File: src/core/udf_pkg.sv
`default_nettype none
package udf_pkg;
	localparam int FREQ_W = 16;
	localparam int ADDR_W = 8;
	localparam int DATA_W = 32;
	localparam int PIN_W = 6;
	// register byte offsets
	localparam logic [7:0] OFS_CTRL = 8'h00;
	localparam logic [7:0] OFS_MAXF = 8'h04;
	localparam logic [7:0] OFS_STEPF = 8'h08;
	localparam logic [7:0] OFS_ACCS = 8'h0c;
	localparam logic [7:0] OFS_DECS = 8'h10;
	localparam logic [7:0] OFS_FREQ = 8'h14;
	localparam logic [7:0] OFS_SAVED = 8'h18;
	localparam logic [7:0] OFS_STAT = 8'h1c;
	// control fields
	localparam int CTRL_SAVE_BIT = 0;
	localparam int CTRL_MODE_LSB = 1;
	localparam int CTRL_MODE_MSB = 2;
	// status fields
	localparam int STAT_ACTIVE_BIT = 0;
	localparam int STAT_CONST_BIT = 1;
	localparam int STAT_SVALID_BIT = 2;
	localparam int STAT_FALLBK_BIT = 3;
	// pin vector positions
	localparam int PIN_RUN = 0;
	localparam int PIN_RAISE = 1;
	localparam int PIN_LOWER = 2;
	localparam int PIN_CLEAR = 3;
	localparam int PIN_FAULT = 4;
	localparam int PIN_PWRF = 5;
	// values after reset, frequency in 0.01 Hz
	localparam logic [15:0] RST_MAXF = 16'h1770;
	localparam logic [15:0] RST_STEPF = 16'h0000;
	localparam logic [15:0] RST_ACCS = 16'h0001;
	localparam logic [15:0] RST_DECS = 16'h0001;
	localparam logic RST_SAVE = 1'b1;
	// timing
	localparam int CLK_PERIOD_NS = 20;
	localparam int TICK_NS = 1000000;
	localparam int TICK_CYCLES = TICK_NS / CLK_PERIOD_NS;
	localparam int HOLD_MS = 3000;
	localparam int TICK_MS = 1;
	localparam logic [11:0] HOLD_TICKS = 12'(HOLD_MS / TICK_MS);
	typedef enum logic [1:0] {
		UDF_NORMAL = 2'b00,
		UDF_STEP = 2'b01,
		UDF_STEP_NORM = 2'b10
	} udf_mode_t;
endpackage
`default_nettype wire

File: src/core/udf_core.sv
// The strobed register port and the placing of the registers are this design's own decisions.
`default_nettype none
module udf_core #(
	parameter int TICK_CYC = udf_pkg::TICK_CYCLES
) (
	// clock, reset, enable
	input wire logic mclk_i,
	input wire logic rst_i,
	input wire logic ce_i,
	// terminal pins
	input wire logic run_i,
	input wire logic raise_i,
	input wire logic lower_i,
	input wire logic clear_i,
	input wire logic fault_i,
	input wire logic power_fail_i,
	// register port
	input wire logic [7:0] addr_i,
	input wire logic [31:0] wdata_i,
	input wire logic wr_i,
	input wire logic rd_i,
	output logic [31:0] rdata_o,
	// drive side
	output logic [15:0] freq_o,
	output logic ramping_o
);
	logic [udf_pkg::PIN_W-1:0] pins, lvl;
	logic save_r, save_nxt;
	udf_pkg::udf_mode_t mode_r, mode_nxt;
	logic [15:0] maxf_r, maxf_nxt, stepf_r, stepf_nxt;
	logic [15:0] accs_r, accs_nxt, decs_r, decs_nxt;
	logic [15:0] freq_r, freq_nxt, saved_r, saved_nxt;
	logic svalid_r, svalid_nxt, fb_r, fb_nxt;
	logic active_r, const_r, const_nxt;
	logic raise_r, lower_r, clear_r;
	logic [11:0] hold_r, hold_nxt;
	logic [15:0] tick_r, tick_nxt;
	logic [31:0] rdata_r, rdata_nxt;
	logic ramp_r;
	logic active, up, dn, tick, norm_eff, step_eff, ramp;
	logic raise_rise, lower_rise, clr_rise;
	logic [16:0] sum_up, sum_step;
	logic [15:0] f_up, f_dn, f_sup, f_sdn;

	localparam logic [11:0] HOLD_LAST = udf_pkg::HOLD_TICKS - 12'h001;

	assign pins = {power_fail_i, fault_i, clear_i, lower_i, raise_i, run_i};

	udf_pin_sync #(.W(udf_pkg::PIN_W)) u_sync (
		.mclk_i(mclk_i),
		.rst_i(rst_i),
		.ce_i(ce_i),
		.pin_i(pins),
		.lvl_o(lvl)
	);

	assign active = lvl[udf_pkg::PIN_RUN] & ~lvl[udf_pkg::PIN_FAULT] &
		~lvl[udf_pkg::PIN_PWRF];
	assign up = lvl[udf_pkg::PIN_RAISE] & ~lvl[udf_pkg::PIN_LOWER];
	assign dn = lvl[udf_pkg::PIN_LOWER] & ~lvl[udf_pkg::PIN_RAISE];
	assign raise_rise = lvl[udf_pkg::PIN_RAISE] & ~raise_r;
	assign lower_rise = lvl[udf_pkg::PIN_LOWER] & ~lower_r;
	assign clr_rise = lvl[udf_pkg::PIN_CLEAR] & ~clear_r;
	assign tick = (tick_r == 16'(TICK_CYC - 1));
	assign norm_eff = (mode_r == udf_pkg::UDF_NORMAL) ||
		(mode_r == udf_pkg::UDF_STEP_NORM && fb_r);
	assign step_eff = !norm_eff;
	assign ramp = active & active_r & norm_eff & (up | dn);

	// saturating arithmetic keeps the command inside 0..max
	assign sum_up = {1'b0, freq_r} + {1'b0, accs_r};
	assign sum_step = {1'b0, freq_r} + {1'b0, stepf_r};
	assign f_up = (sum_up > {1'b0, maxf_r}) ? maxf_r : sum_up[15:0];
	assign f_sup = (sum_step > {1'b0, maxf_r}) ? maxf_r : sum_step[15:0];
	assign f_dn = (freq_r > decs_r) ? freq_r - decs_r : 16'h0000;
	assign f_sdn = (freq_r > stepf_r) ? freq_r - stepf_r : 16'h0000;

	always_comb begin
		tick_nxt = tick ? 16'h0000 : tick_r + 16'h0001;
		freq_nxt = freq_r;
		saved_nxt = saved_r;
		svalid_nxt = svalid_r;
		fb_nxt = fb_r;
		hold_nxt = hold_r;
		if (active && !active_r) begin
			// resume only from a valid save
			freq_nxt = (save_r && svalid_r) ? saved_r : 16'h0000;
		end else if (!active && active_r) begin
			freq_nxt = 16'h0000;
			if (save_r && const_r) begin
				saved_nxt = freq_r;
				svalid_nxt = 1'b1;
			end
		end else if (!active) begin
			freq_nxt = 16'h0000;
		end else if (clr_rise && const_r) begin
			saved_nxt = 16'h0000;
			svalid_nxt = 1'b0;
			fb_nxt = 1'b0;
			hold_nxt = 12'h000;
			freq_nxt = 16'h0000;
		end else if (norm_eff) begin
			// both inputs or none: hold constant
			if (tick && up) begin
				freq_nxt = f_up;
			end else if (tick && dn) begin
				freq_nxt = f_dn;
			end
		end else begin
			if (raise_rise && !lvl[udf_pkg::PIN_LOWER]) begin
				freq_nxt = f_sup;
			end else if (lower_rise && !lvl[udf_pkg::PIN_RAISE]) begin
				freq_nxt = f_sdn;
			end
		end
		if (mode_r == udf_pkg::UDF_STEP_NORM && active && (up || dn)) begin
			if (tick && !fb_r) begin
				if (hold_r == HOLD_LAST) begin
					fb_nxt = 1'b1;
				end else begin
					hold_nxt = hold_r + 12'h001;
				end
			end
		end else begin
			hold_nxt = 12'h000;
			fb_nxt = 1'b0;
		end
		// a lowered maximum pulls the command down at once
		if (freq_nxt > maxf_r) begin
			freq_nxt = maxf_r;
		end
		const_nxt = active & ~ramp;
	end

	always_ff @(posedge mclk_i or posedge rst_i) begin
		if (rst_i) begin
			tick_r <= 16'h0000;
			freq_r <= 16'h0000;
			saved_r <= 16'h0000;
			svalid_r <= 1'b0;
			fb_r <= 1'b0;
			hold_r <= 12'h000;
			active_r <= 1'b0;
			const_r <= 1'b0;
			ramp_r <= 1'b0;
			raise_r <= 1'b0;
			lower_r <= 1'b0;
			clear_r <= 1'b0;
		end else if (ce_i) begin
			tick_r <= tick_nxt;
			freq_r <= freq_nxt;
			saved_r <= saved_nxt;
			svalid_r <= svalid_nxt;
			fb_r <= fb_nxt;
			hold_r <= hold_nxt;
			active_r <= active;
			const_r <= const_nxt;
			ramp_r <= ramp;
			raise_r <= lvl[udf_pkg::PIN_RAISE];
			lower_r <= lvl[udf_pkg::PIN_LOWER];
			clear_r <= lvl[udf_pkg::PIN_CLEAR];
		end
	end

	// register port: read data stand the cycle after the strobe
	always_comb begin
		save_nxt = save_r;
		mode_nxt = mode_r;
		maxf_nxt = maxf_r;
		stepf_nxt = stepf_r;
		accs_nxt = accs_r;
		decs_nxt = decs_r;
		rdata_nxt = 32'h00000000;
		if (wr_i) begin
			unique case (addr_i)
				udf_pkg::OFS_CTRL: begin
					save_nxt = wdata_i[udf_pkg::CTRL_SAVE_BIT];
					// code 3 is outside the range and is ignored
					if (wdata_i[udf_pkg::CTRL_MODE_MSB:udf_pkg::CTRL_MODE_LSB]
						!= 2'b11) begin
						mode_nxt = udf_pkg::udf_mode_t'(
							wdata_i[udf_pkg::CTRL_MODE_MSB:
							udf_pkg::CTRL_MODE_LSB]);
					end
				end
				udf_pkg::OFS_MAXF: maxf_nxt = wdata_i[15:0];
				udf_pkg::OFS_STEPF: stepf_nxt = wdata_i[15:0];
				udf_pkg::OFS_ACCS: accs_nxt = wdata_i[15:0];
				udf_pkg::OFS_DECS: decs_nxt = wdata_i[15:0];
				default: ;
			endcase
		end
		if (rd_i) begin
			unique case (addr_i)
				udf_pkg::OFS_CTRL: rdata_nxt = {29'h00000000, mode_r, save_r};
				udf_pkg::OFS_MAXF: rdata_nxt = {16'h0000, maxf_r};
				udf_pkg::OFS_STEPF: rdata_nxt = {16'h0000, stepf_r};
				udf_pkg::OFS_ACCS: rdata_nxt = {16'h0000, accs_r};
				udf_pkg::OFS_DECS: rdata_nxt = {16'h0000, decs_r};
				udf_pkg::OFS_FREQ: rdata_nxt = {16'h0000, freq_r};
				udf_pkg::OFS_SAVED: rdata_nxt = {16'h0000, saved_r};
				udf_pkg::OFS_STAT: rdata_nxt = {28'h0000000, fb_r, svalid_r,
					const_r, active_r};
				default: rdata_nxt = 32'h00000000;
			endcase
		end
	end

	always_ff @(posedge mclk_i or posedge rst_i) begin
		if (rst_i) begin
			save_r <= udf_pkg::RST_SAVE;
			mode_r <= udf_pkg::UDF_NORMAL;
			maxf_r <= udf_pkg::RST_MAXF;
			stepf_r <= udf_pkg::RST_STEPF;
			accs_r <= udf_pkg::RST_ACCS;
			decs_r <= udf_pkg::RST_DECS;
			rdata_r <= 32'h00000000;
		end else if (ce_i) begin
			save_r <= save_nxt;
			mode_r <= mode_nxt;
			maxf_r <= maxf_nxt;
			stepf_r <= stepf_nxt;
			accs_r <= accs_nxt;
			decs_r <= decs_nxt;
			rdata_r <= rdata_nxt;
		end
	end

	assign rdata_o = rdata_r;
	assign freq_o = freq_r;
	assign ramping_o = ramp_r;

	logic steady;
	assign steady = ce_i && active && active_r && !wr_i && !clr_rise;

	property p_accel;
		@(posedge mclk_i) disable iff (rst_i)
		steady && norm_eff && tick && up && freq_r < maxf_r && accs_r != 0
		|=> freq_r > $past(freq_r);
	endproperty
	a_accel: assert property (p_accel) else $error("no acceleration");

	property p_hold_release;
		@(posedge mclk_i) disable iff (rst_i)
		steady && !lvl[udf_pkg::PIN_RAISE] && !lvl[udf_pkg::PIN_LOWER] &&
		freq_r <= maxf_r |=> $stable(freq_r);
	endproperty
	a_hold_release: assert property (p_hold_release)
		else $error("frequency moved with no input");

	property p_decel;
		@(posedge mclk_i) disable iff (rst_i)
		steady && norm_eff && tick && dn && freq_r != 0 && decs_r != 0 &&
		freq_r <= maxf_r |=> freq_r < $past(freq_r);
	endproperty
	a_decel: assert property (p_decel) else $error("no deceleration");

	property p_both;
		@(posedge mclk_i) disable iff (rst_i)
		steady && lvl[udf_pkg::PIN_RAISE] && lvl[udf_pkg::PIN_LOWER] &&
		freq_r <= maxf_r |=> $stable(freq_r) && !ramping_o;
	endproperty
	a_both: assert property (p_both) else $error("ramp with both inputs");

	property p_nosave;
		@(posedge mclk_i) disable iff (rst_i)
		ce_i && !save_r && active_r && !active |=> $stable(svalid_r) &&
		$stable(saved_r);
	endproperty
	a_nosave: assert property (p_nosave) else $error("saved while off");

	property p_save;
		@(posedge mclk_i) disable iff (rst_i)
		ce_i && save_r && const_r && active_r && !active |=> svalid_r &&
		saved_r == $past(freq_r) && freq_r == 0;
	endproperty
	a_save: assert property (p_save) else $error("frequency not stored");

	property p_resume;
		@(posedge mclk_i) disable iff (rst_i)
		ce_i && save_r && svalid_r && !active_r && active &&
		saved_r <= maxf_r |=> freq_r == $past(saved_r);
	endproperty
	a_resume: assert property (p_resume) else $error("no resume");

	property p_clear;
		@(posedge mclk_i) disable iff (rst_i)
		ce_i && active && active_r && clr_rise && const_r
		|=> !svalid_r && saved_r == 0 && freq_r == 0 && !fb_r;
	endproperty
	a_clear: assert property (p_clear) else $error("clear ignored");

	property p_mode;
		@(posedge mclk_i) disable iff (rst_i)
		mode_r != 2'b11;
	endproperty
	a_mode: assert property (p_mode) else $error("illegal sub-mode");

	property p_step;
		@(posedge mclk_i) disable iff (rst_i)
		steady && step_eff && raise_rise && !lvl[udf_pkg::PIN_LOWER] &&
		sum_step <= {1'b0, maxf_r} |=> freq_r == $past(sum_step[15:0]);
	endproperty
	a_step: assert property (p_step) else $error("wrong step");

	property p_fallback;
		@(posedge mclk_i) disable iff (rst_i)
		ce_i && mode_r == udf_pkg::UDF_STEP_NORM && active && (up || dn) &&
		tick && !fb_r && hold_r == HOLD_LAST |=> fb_r;
	endproperty
	a_fallback: assert property (p_fallback) else $error("no fallback");

	property p_range;
		@(posedge mclk_i) disable iff (rst_i)
		$stable(maxf_r) |-> freq_r <= maxf_r;
	endproperty
	a_range: assert property (p_range) else $error("above maximum");

	c_at_max: cover property (@(posedge mclk_i) disable iff (rst_i)
		active && freq_r == maxf_r && up);
	c_fallback: cover property (@(posedge mclk_i) disable iff (rst_i)
		$rose(fb_r));
	c_resume: cover property (@(posedge mclk_i) disable iff (rst_i)
		svalid_r && $rose(active_r) && save_r);
	c_clear: cover property (@(posedge mclk_i) disable iff (rst_i)
		$fell(svalid_r));
endmodule
`default_nettype wire

File: src/core/udf_pin_sync.sv
`default_nettype none
module udf_pin_sync #(
	parameter int W = 1
) (
	// clock and reset
	input wire logic mclk_i,
	input wire logic rst_i,
	input wire logic ce_i,
	// pins and filtered levels
	input wire logic [W-1:0] pin_i,
	output logic [W-1:0] lvl_o
);
	logic [W-1:0] s1_r, s2_r, s3_r, lvl_r;
	logic [W-1:0] lvl_nxt;

	// take the new level only where stages two and three agree
	always_comb begin
		lvl_nxt = (s2_r & s3_r) | (lvl_r & (s2_r | s3_r));
	end

	always_ff @(posedge mclk_i or posedge rst_i) begin
		if (rst_i) begin
			s1_r <= '0;
			s2_r <= '0;
			s3_r <= '0;
			lvl_r <= '0;
		end else if (ce_i) begin
			s1_r <= pin_i;
			s2_r <= s1_r;
			s3_r <= s2_r;
			lvl_r <= lvl_nxt;
		end
	end

	assign lvl_o = lvl_r;
endmodule
`default_nettype wire

File: config.mk
export PLATFORM = sky130hd
export DESIGN_NAME = udf_core
export DESIGN_NICKNAME = d
export VERILOG_FILES = /design/src/core/udf_pkg.sv /design/src/core/udf_core.sv /design/src/core/udf_pin_sync.sv
export SDC_FILE = /design/constraint.sdc
export NUM_CORES = 1
export LEC_CHECK = 0
export ABC_CLOCK_PERIOD_IN_PS = 11000
export BUFFER_PORTS_ARGS = -buffer_cell sky130_fd_sc_hd__buf_2
export CAP_MARGIN = 10
export CORE_MARGIN = 5
export CORE_UTILIZATION = 65
export CTS_BUF_LIST = sky130_fd_sc_hd__clkbuf_8
export CTS_CLUSTER_DIAMETER = 150
export DETAILED_ROUTE_END_ITERATION = 10
export PLACE_DENSITY = 0.82
export SLEW_MARGIN = 5
export SYNTH_ARGS = -nofsm -noshare
export SYNTH_HDL_FRONTEND = slang
export SYNTH_HIERARCHICAL = 1
export SYNTH_SLANG_ARGS = --single-unit
File: constraint.sdc
create_clock -name mclk_i -period 11 [get_ports mclk_i]
set_clock_uncertainty 0.2 [all_clocks]
set_input_delay 2.2 -clock mclk_i [delete_from_list [all_inputs] [get_ports mclk_i]]
set_output_delay 2.2 -clock mclk_i [all_outputs]
set_load 0.05 [all_outputs]
[Word level (Yosys, flattened, before mapping)]
Cells that the tools add are included.
Widths: inputs -> output; s select.
Word-level totals
  flip-flop bits (word level): 191
  input port bits: 51
  output and inout port bits: 49
  logic and storage cells: 142
Cells by class
  add/sub/neg operators: 6
  $lt $le $gt $ge: 5
  equal/unequal tests: 12
  muxes and demuxes: 40
  bitwise logic cells: 25
  reduce and logical (&&, ||, !) cells: 31
Operators with widths (number)
  $mux 16: 21
  $pmux 16 s8: 1
  $mux 12: 7
  $gt 16x16->1: 3
  $add 16x16->17: 2
  $gt 17x16->1: 2
  $eq 8x5->1 const B: 4
  $sub 16x16->16: 2
  $add 16x1->16 const B: 1
  $eq 16x16->1 const B: 1
  $eq 8x4->1 const B: 2
  $reduce_and 3->1: 5
  $logic_and 1x1->1: 13
  $add 12x1->12 const B: 1
  $and 6x6->6: 2
  $eq 12x12->1 const B: 1
  $or 6x6->6: 2
  $and 1x1->1: 11
  $mux 1: 11
  $not 1->1: 9
  $eq 8x3->1 const B: 1
  $logic_not 8->1: 1
  $logic_not 1->1: 5
  $reduce_and 5->1: 1
  other kinds (8): 10

[Depth between registers and ports, before layout]
  word-level depth: 12
  depth in mapped cells: 30
  gate-level depth less buffers: 30

[Cells and area by module]
Netlist, hierarchy kept.
By module, submodules not included
  udf_core: instances 1, cells each 1466, area an instance 12617.1 µm², seq. area each 3791.1 µm²
  udf_pin_sync: instances 1, cells each 70, area an instance 965.9 µm², seq. area each 600.6 µm²

[Worst setup path before layout]
Ideal clock, no wire load.
  kind: register to register
  start: register freq_r[1], in the netlist freq_o[1]
  end: register freq_r[9], in the netlist freq_o[9]
  setup time: 0.126 ns
  data arrival time: 6.980 ns
  required time: 10.674 ns
  path slack: 3.694 ns
  cell stages (with the launch flop): 30
  buffers on the path: 3
  period minus slack after synthesis: 7.306 ns
  cells stage by stage: dfrtp_1 > inv_1 > fa_1 > nor2_4 > o221ai_2 > a2111oi_4 > a21o_1 > a21oi_1 > or4b_2 > nand3_1 > ha_1 > nand4_1 > a211oi_1 > or4_1 > o32ai_2 > o221ai_2 > buf_6 > buf_2 > nor2_1 > a211oi_1 > a211oi_1 > nand2_1 > ha_1 > or3_1 > o21ai_0 > a211oi_1 > o21ai_1 > clkbuf_1 > nor3_1 > a221o_1
On the way
  word-level cells in the longest chain between the ends: 11
  elaborated cells on any way between the ends: 23
  those cells by class: add/sub: 4; order compare: 5; mux: 14
Ends and longest elaborated chain
  from (decl): RTL line udf_core.sv:32  | logic [15:0] freq_r, freq_nxt, saved_r, saved_nxt;
  from (signal assigned): RTL line udf_core.sv:151  | freq_r <= freq_nxt;
  $add 16x16->17, or another cell as far along: RTL line udf_core.sv:72  | assign sum_step = {1'b0, freq_r} + {1'b0, stepf_r};
  $gt 17x16->1, or another cell as far along: RTL line udf_core.sv:74  | assign f_sup = (sum_step > {1'b0, maxf_r}) ? maxf_r : sum_step[15:0];
  $mux 16 (on tied branches)
  $mux 16 (on tied branches): RTL line udf_core.sv:110, udf_core.sv:104
  $mux 16 (*): RTL line udf_core.sv:102  | end else if (norm_eff) begin
  $mux 16 (*): RTL line udf_core.sv:96  | end else if (clr_rise && const_r) begin
  $mux 16 (*): RTL line udf_core.sv:94  | end else if (!active) begin
  $mux 16 (*): RTL line udf_core.sv:88  | end else if (!active && active_r) begin
  $mux 16 (*): RTL line udf_core.sv:85  | if (active && !active_r) begin
  $gt 16x16->1: RTL line udf_core.sv:129  | if (freq_nxt > maxf_r) begin
  $mux 16 (*): RTL line udf_core.sv:129
Every way passes the cells marked *; elsewhere a longest branch is shown, timed or not.
A chain may end at the register's enable or synchronous reset.

[Final worst setup path]
  start: register freq_r[1], in the netlist freq_o[1]
  end: register freq_r[6], in the netlist freq_o[6]
The elaborated chain is that of the path after synthesis.

==> flow_metrics.env <==
export IMPL_grt_busiest_layer="met2"
export IMPL_cts_setup_buffers=0
export IMPL_cts_hold_buf=0
export IMPL_synthCells=1536
export IMPL_cts_inserted_buffers=17
export IMPL_start_util_pct=66.49
export IMPL_end_kind="register"
export IMPL_drv_cap=0
export IMPL_path_clk_slew_ns=0.12
export IMPL_synth_simple_area_share_pct=16.22
export IMPL_routed_via_density=6.754
export IMPL_finalHoldViolCount=0
export IMPL_p_clk_share_pct=30.0
export IMPL_fill_cells=1597
export IMPL_core_area_um2=20430
export IMPL_die_x_um=154.6
export IMPL_syn_avg_cell_area_um2=8.843
export IMPL_fin_nets=1742
export IMPL_worst_path_buf_inv=4
export IMPL_cp_common_cell="a211oi_1"
export IMPL_p_comb_share_pct=23.2
export IMPL_crit_family="compound AO/OA/AOI/OAI gates"
export IMPL_holdWs_ns=0.2876
export IMPL_grt_max_degree=87
export IMPL_die_h_um=154.6
export IMPL_clock_sinks=175
export IMPL_grt_use_met3_pct=7.348
export IMPL_timing_fmax_ghz=0.1127
export IMPL_yosys_area_share_adder_pct=11.27
export IMPL_io_pins=100
export IMPL_row_count=52
export IMPL_period_minus_slack_ns=8.869
export IMPL_io_buffers=67
export IMPL_syn_area_um2=13580
export IMPL_grt_use_met1_pct=47.96
export IMPL_drt_wl_total_mm=41.63
export IMPL_cts_tree="done"
export IMPL_dp_cells=1822
export IMPL_drt_iter0_markers=1326
export IMPL_hp_class="reg2reg"
export IMPL_rsz0062_at_grt="false"
export IMPL_synth_edf_count=0
export IMPL_critical_path_class="reg2reg"
export IMPL_num_vias=12520
export IMPL_fp_dieArea_um2=23890
export IMPL_p_leak_nw=6.781
export IMPL_critPathMaxFanout=25
export IMPL_synth_ff_type="dfrtp_1"
export IMPL_area_growth_pct=6.632
export IMPL_switching_share_pct=37.21
export IMPL_wl_per_cell_um=22.46
export IMPL_status="complete, no violations"
export IMPL_synth_top_family_by_area="compound AO/OA/AOI/OAI gates"
export IMPL_cp_arrival_ns=9.04
export IMPL_ant_nets=0
export IMPL_worst_slack_ns=2.131
export IMPL_setup_viol_count_final=0
export IMPL_p_per_area_nw_per_um2=110.7
export IMPL_synth_seq_cells=175
export IMPL_finalNonFillerCells=1854
export IMPL_clockBufferDepth=2
export IMPL_htree_levels=4
export IMPL_utilization_pct=70.90
export IMPL_cts_root_buf="clkbuf_8"
export IMPL_drive_above_1_share_pct=13.07
export IMPL_gp_congestion=1.003
export IMPL_antenna_found_initial=0
export IMPL_synth_xor_area_share_pct=3.869
export IMPL_grt_pass1_vias=11970
export IMPL_diodes=0
export IMPL_p_switching_w=0.0005965
export IMPL_synth_compound_area_share_pct=25.85
export IMPL_slew_violations=0
export IMPL_async_flop_share_pct=100.0
export IMPL_worstSkewPairLatency_ns=0.50
export IMPL_tightest_slew_ns=1.310
export IMPL_yosys_warnings=6
export IMPL_cts_resized=0
export IMPL_netlist_cell_type_count=92
export IMPL_drtPass1Iterations=6
export IMPL_route_detailed_drc=0
export IMPL_cp_slowest_cell="dfrtp_1"
export IMPL_finalCritPeriodShare_pct=80.63
export IMPL_use_met2_pct=55.20
export IMPL_critPathMaxStageDelay_ns=0.75
export IMPL_relSlewSlack_pct=12.32
export IMPL_worst_ep_required_time_ns=11.17
export IMPL_peakVddDrop_uv=119.3
export IMPL_p_seq_share_pct=46.8
export IMPL_setup_tns_ns=0
export IMPL_grt_use_total_pct=34.57
export IMPL_overflow=0
export IMPL_startpoint_type="register"
export IMPL_grt_pass1_wl_mm=65.61
export IMPL_dp_final_hpwl_mm=30.94
export IMPL_place_worst_setup_slack_ns=2.371
export IMPL_p_int_w=0.001006
export IMPL_synth_mux_area_share_pct=4.947
export IMPL_synth_seq_area_share_pct=32.33
## cells by family after synthesis
family          count (synthesis)
compound gates                497
simple gates                  452
flops                         175
buf+inv                       169
fa+ha+maj                     120
mux                            62
xor+xnor                       60
other cells                     1
## per-stage QoR
stage	power (W)	area [µm²]
2_1_floorplan	0.001026	13640
3_3_place_gp	0.001110	14060
3_5_place_dp	0.001124	14060
4_1_cts	0.001597	14480
5_1_grt	0.001679	14480
6_report	0.001603	14480
## cells in the mapped netlist, types with 27 or more instances
master / number / area [µm²]
a21o_1: 28 / 210.2
nor2_1: 100 / 375.4
nand3_1: 41 / 205.2
clkbuf_1: 46 / 172.7
a22o_1: 34 / 297.8
nor3_1: 33 / 165.2
a21oi_1: 85 / 425.4
xnor2_1: 40 / 350.3
nand2_1: 151 / 566.8
mux2_2: 41 / 461.7
o2bb2ai_1: 27 / 236.5
dfrtp_1: 165 / 4129
inv_1: 87 / 326.6
a211oi_1: 34 / 255.2
ha_1: 116 / 1451
o21ai_0: 112 / 560.5
## flip-flops by register name (all words and copies together), names as in the netlist
register      count
const_r           1
saved_r          16
u_sync/s1_r       6
stepf_r          16
mode_r            2
u_sync/s3_r       6
raise_r           1
ramping_o         1
fb_r              1
u_sync/lvl_o      6
tick_r           16
decs_r           16
svalid_r          1
clear_r           1
accs_r           16
hold_r           12
freq_o           16
active_r          1
lower_r           1
rdata_o          16
maxf_r           16
u_sync/s2_r       6
save_r            1
## layer usage
metal | up-vias | routed length, µm
li1 | 5728 | -
met5 | - | 0
met2 | 703 | 19030
met4 | 0 | 1159
met1 | 5978 | 16940
met3 | 113 | 4501
## layout make-up
type / count / area, µm² / area share, %
Timing Repair Buffer: 83 / 455.4 / 3.144
Clock inverter: 15 / 190.2 / 1.313
Sequential cell: 175 / 4392 / 30.32
Multi-Input combinational cell: 1207 / 8543 / 58.98
Tap cell: 270 / 337.8 / 2.332
Clock buffer: 17 / 234.0 / 1.615
Inverter: 87 / 331.6 / 2.289
## placed cells by master (no fill, tap or decap), drive strengths merged, types with 11 or more instances in the layout
master,instances
mux2i,21
nand3,43
a22oi,13
o211ai,15
nand2,152
o21ai,114
or3,12
nand2b,21
a21o,28
mux2,41
a21oi,86
nor2,101
nor4,11
clkbuf,17
xor2,20
dfrtp,165
a22o,34
nand4,18
a211oi,36
ha,116
and3,12
nor3,33
o2bb2ai,27
o21a,16
a221o,15
inv,93
a31oi,17
xnor2,40
conb,16
buf,83
a221oi,19
## power by group through the flow
stage          Clock [W]  Sequential (W)  Combinational, W
3_5_place_dp           0        0.000761          0.000363
5_1_grt         0.000512        0.000759          0.000409
4_1_cts         0.000483        0.000749          0.000365
6_report        0.000480        0.000751          0.000372
3_3_place_gp           0        0.000758          0.000352
2_1_floorplan          0        0.000751          0.000275
## final timing paths
path                                   startpoint                      end  slack, ns  cells past startpoint
setup reg to reg            freq_o[1]$_DFFE_PP0P_    freq_o[6]$_DFFE_PP0P_       2.13                     31
hold reg to reg            rdata_o[2]$_DFFE_PP0P_   rdata_o[2]$_DFFE_PP0P_       0.29                      1
max in group asynchronous                   rst_i  saved_r[11]$_DFFE_PP0P_       7.56                      3
min in group asynchronous                   rst_i   rdata_o[4]$_DFFE_PP0P_       1.66                      2
setup / recovery            freq_o[1]$_DFFE_PP0P_    freq_o[6]$_DFFE_PP0P_       2.13                     31
hold / removal             rdata_o[2]$_DFFE_PP0P_   rdata_o[2]$_DFFE_PP0P_       0.29                      1
(Power assumes the default switching activity.)
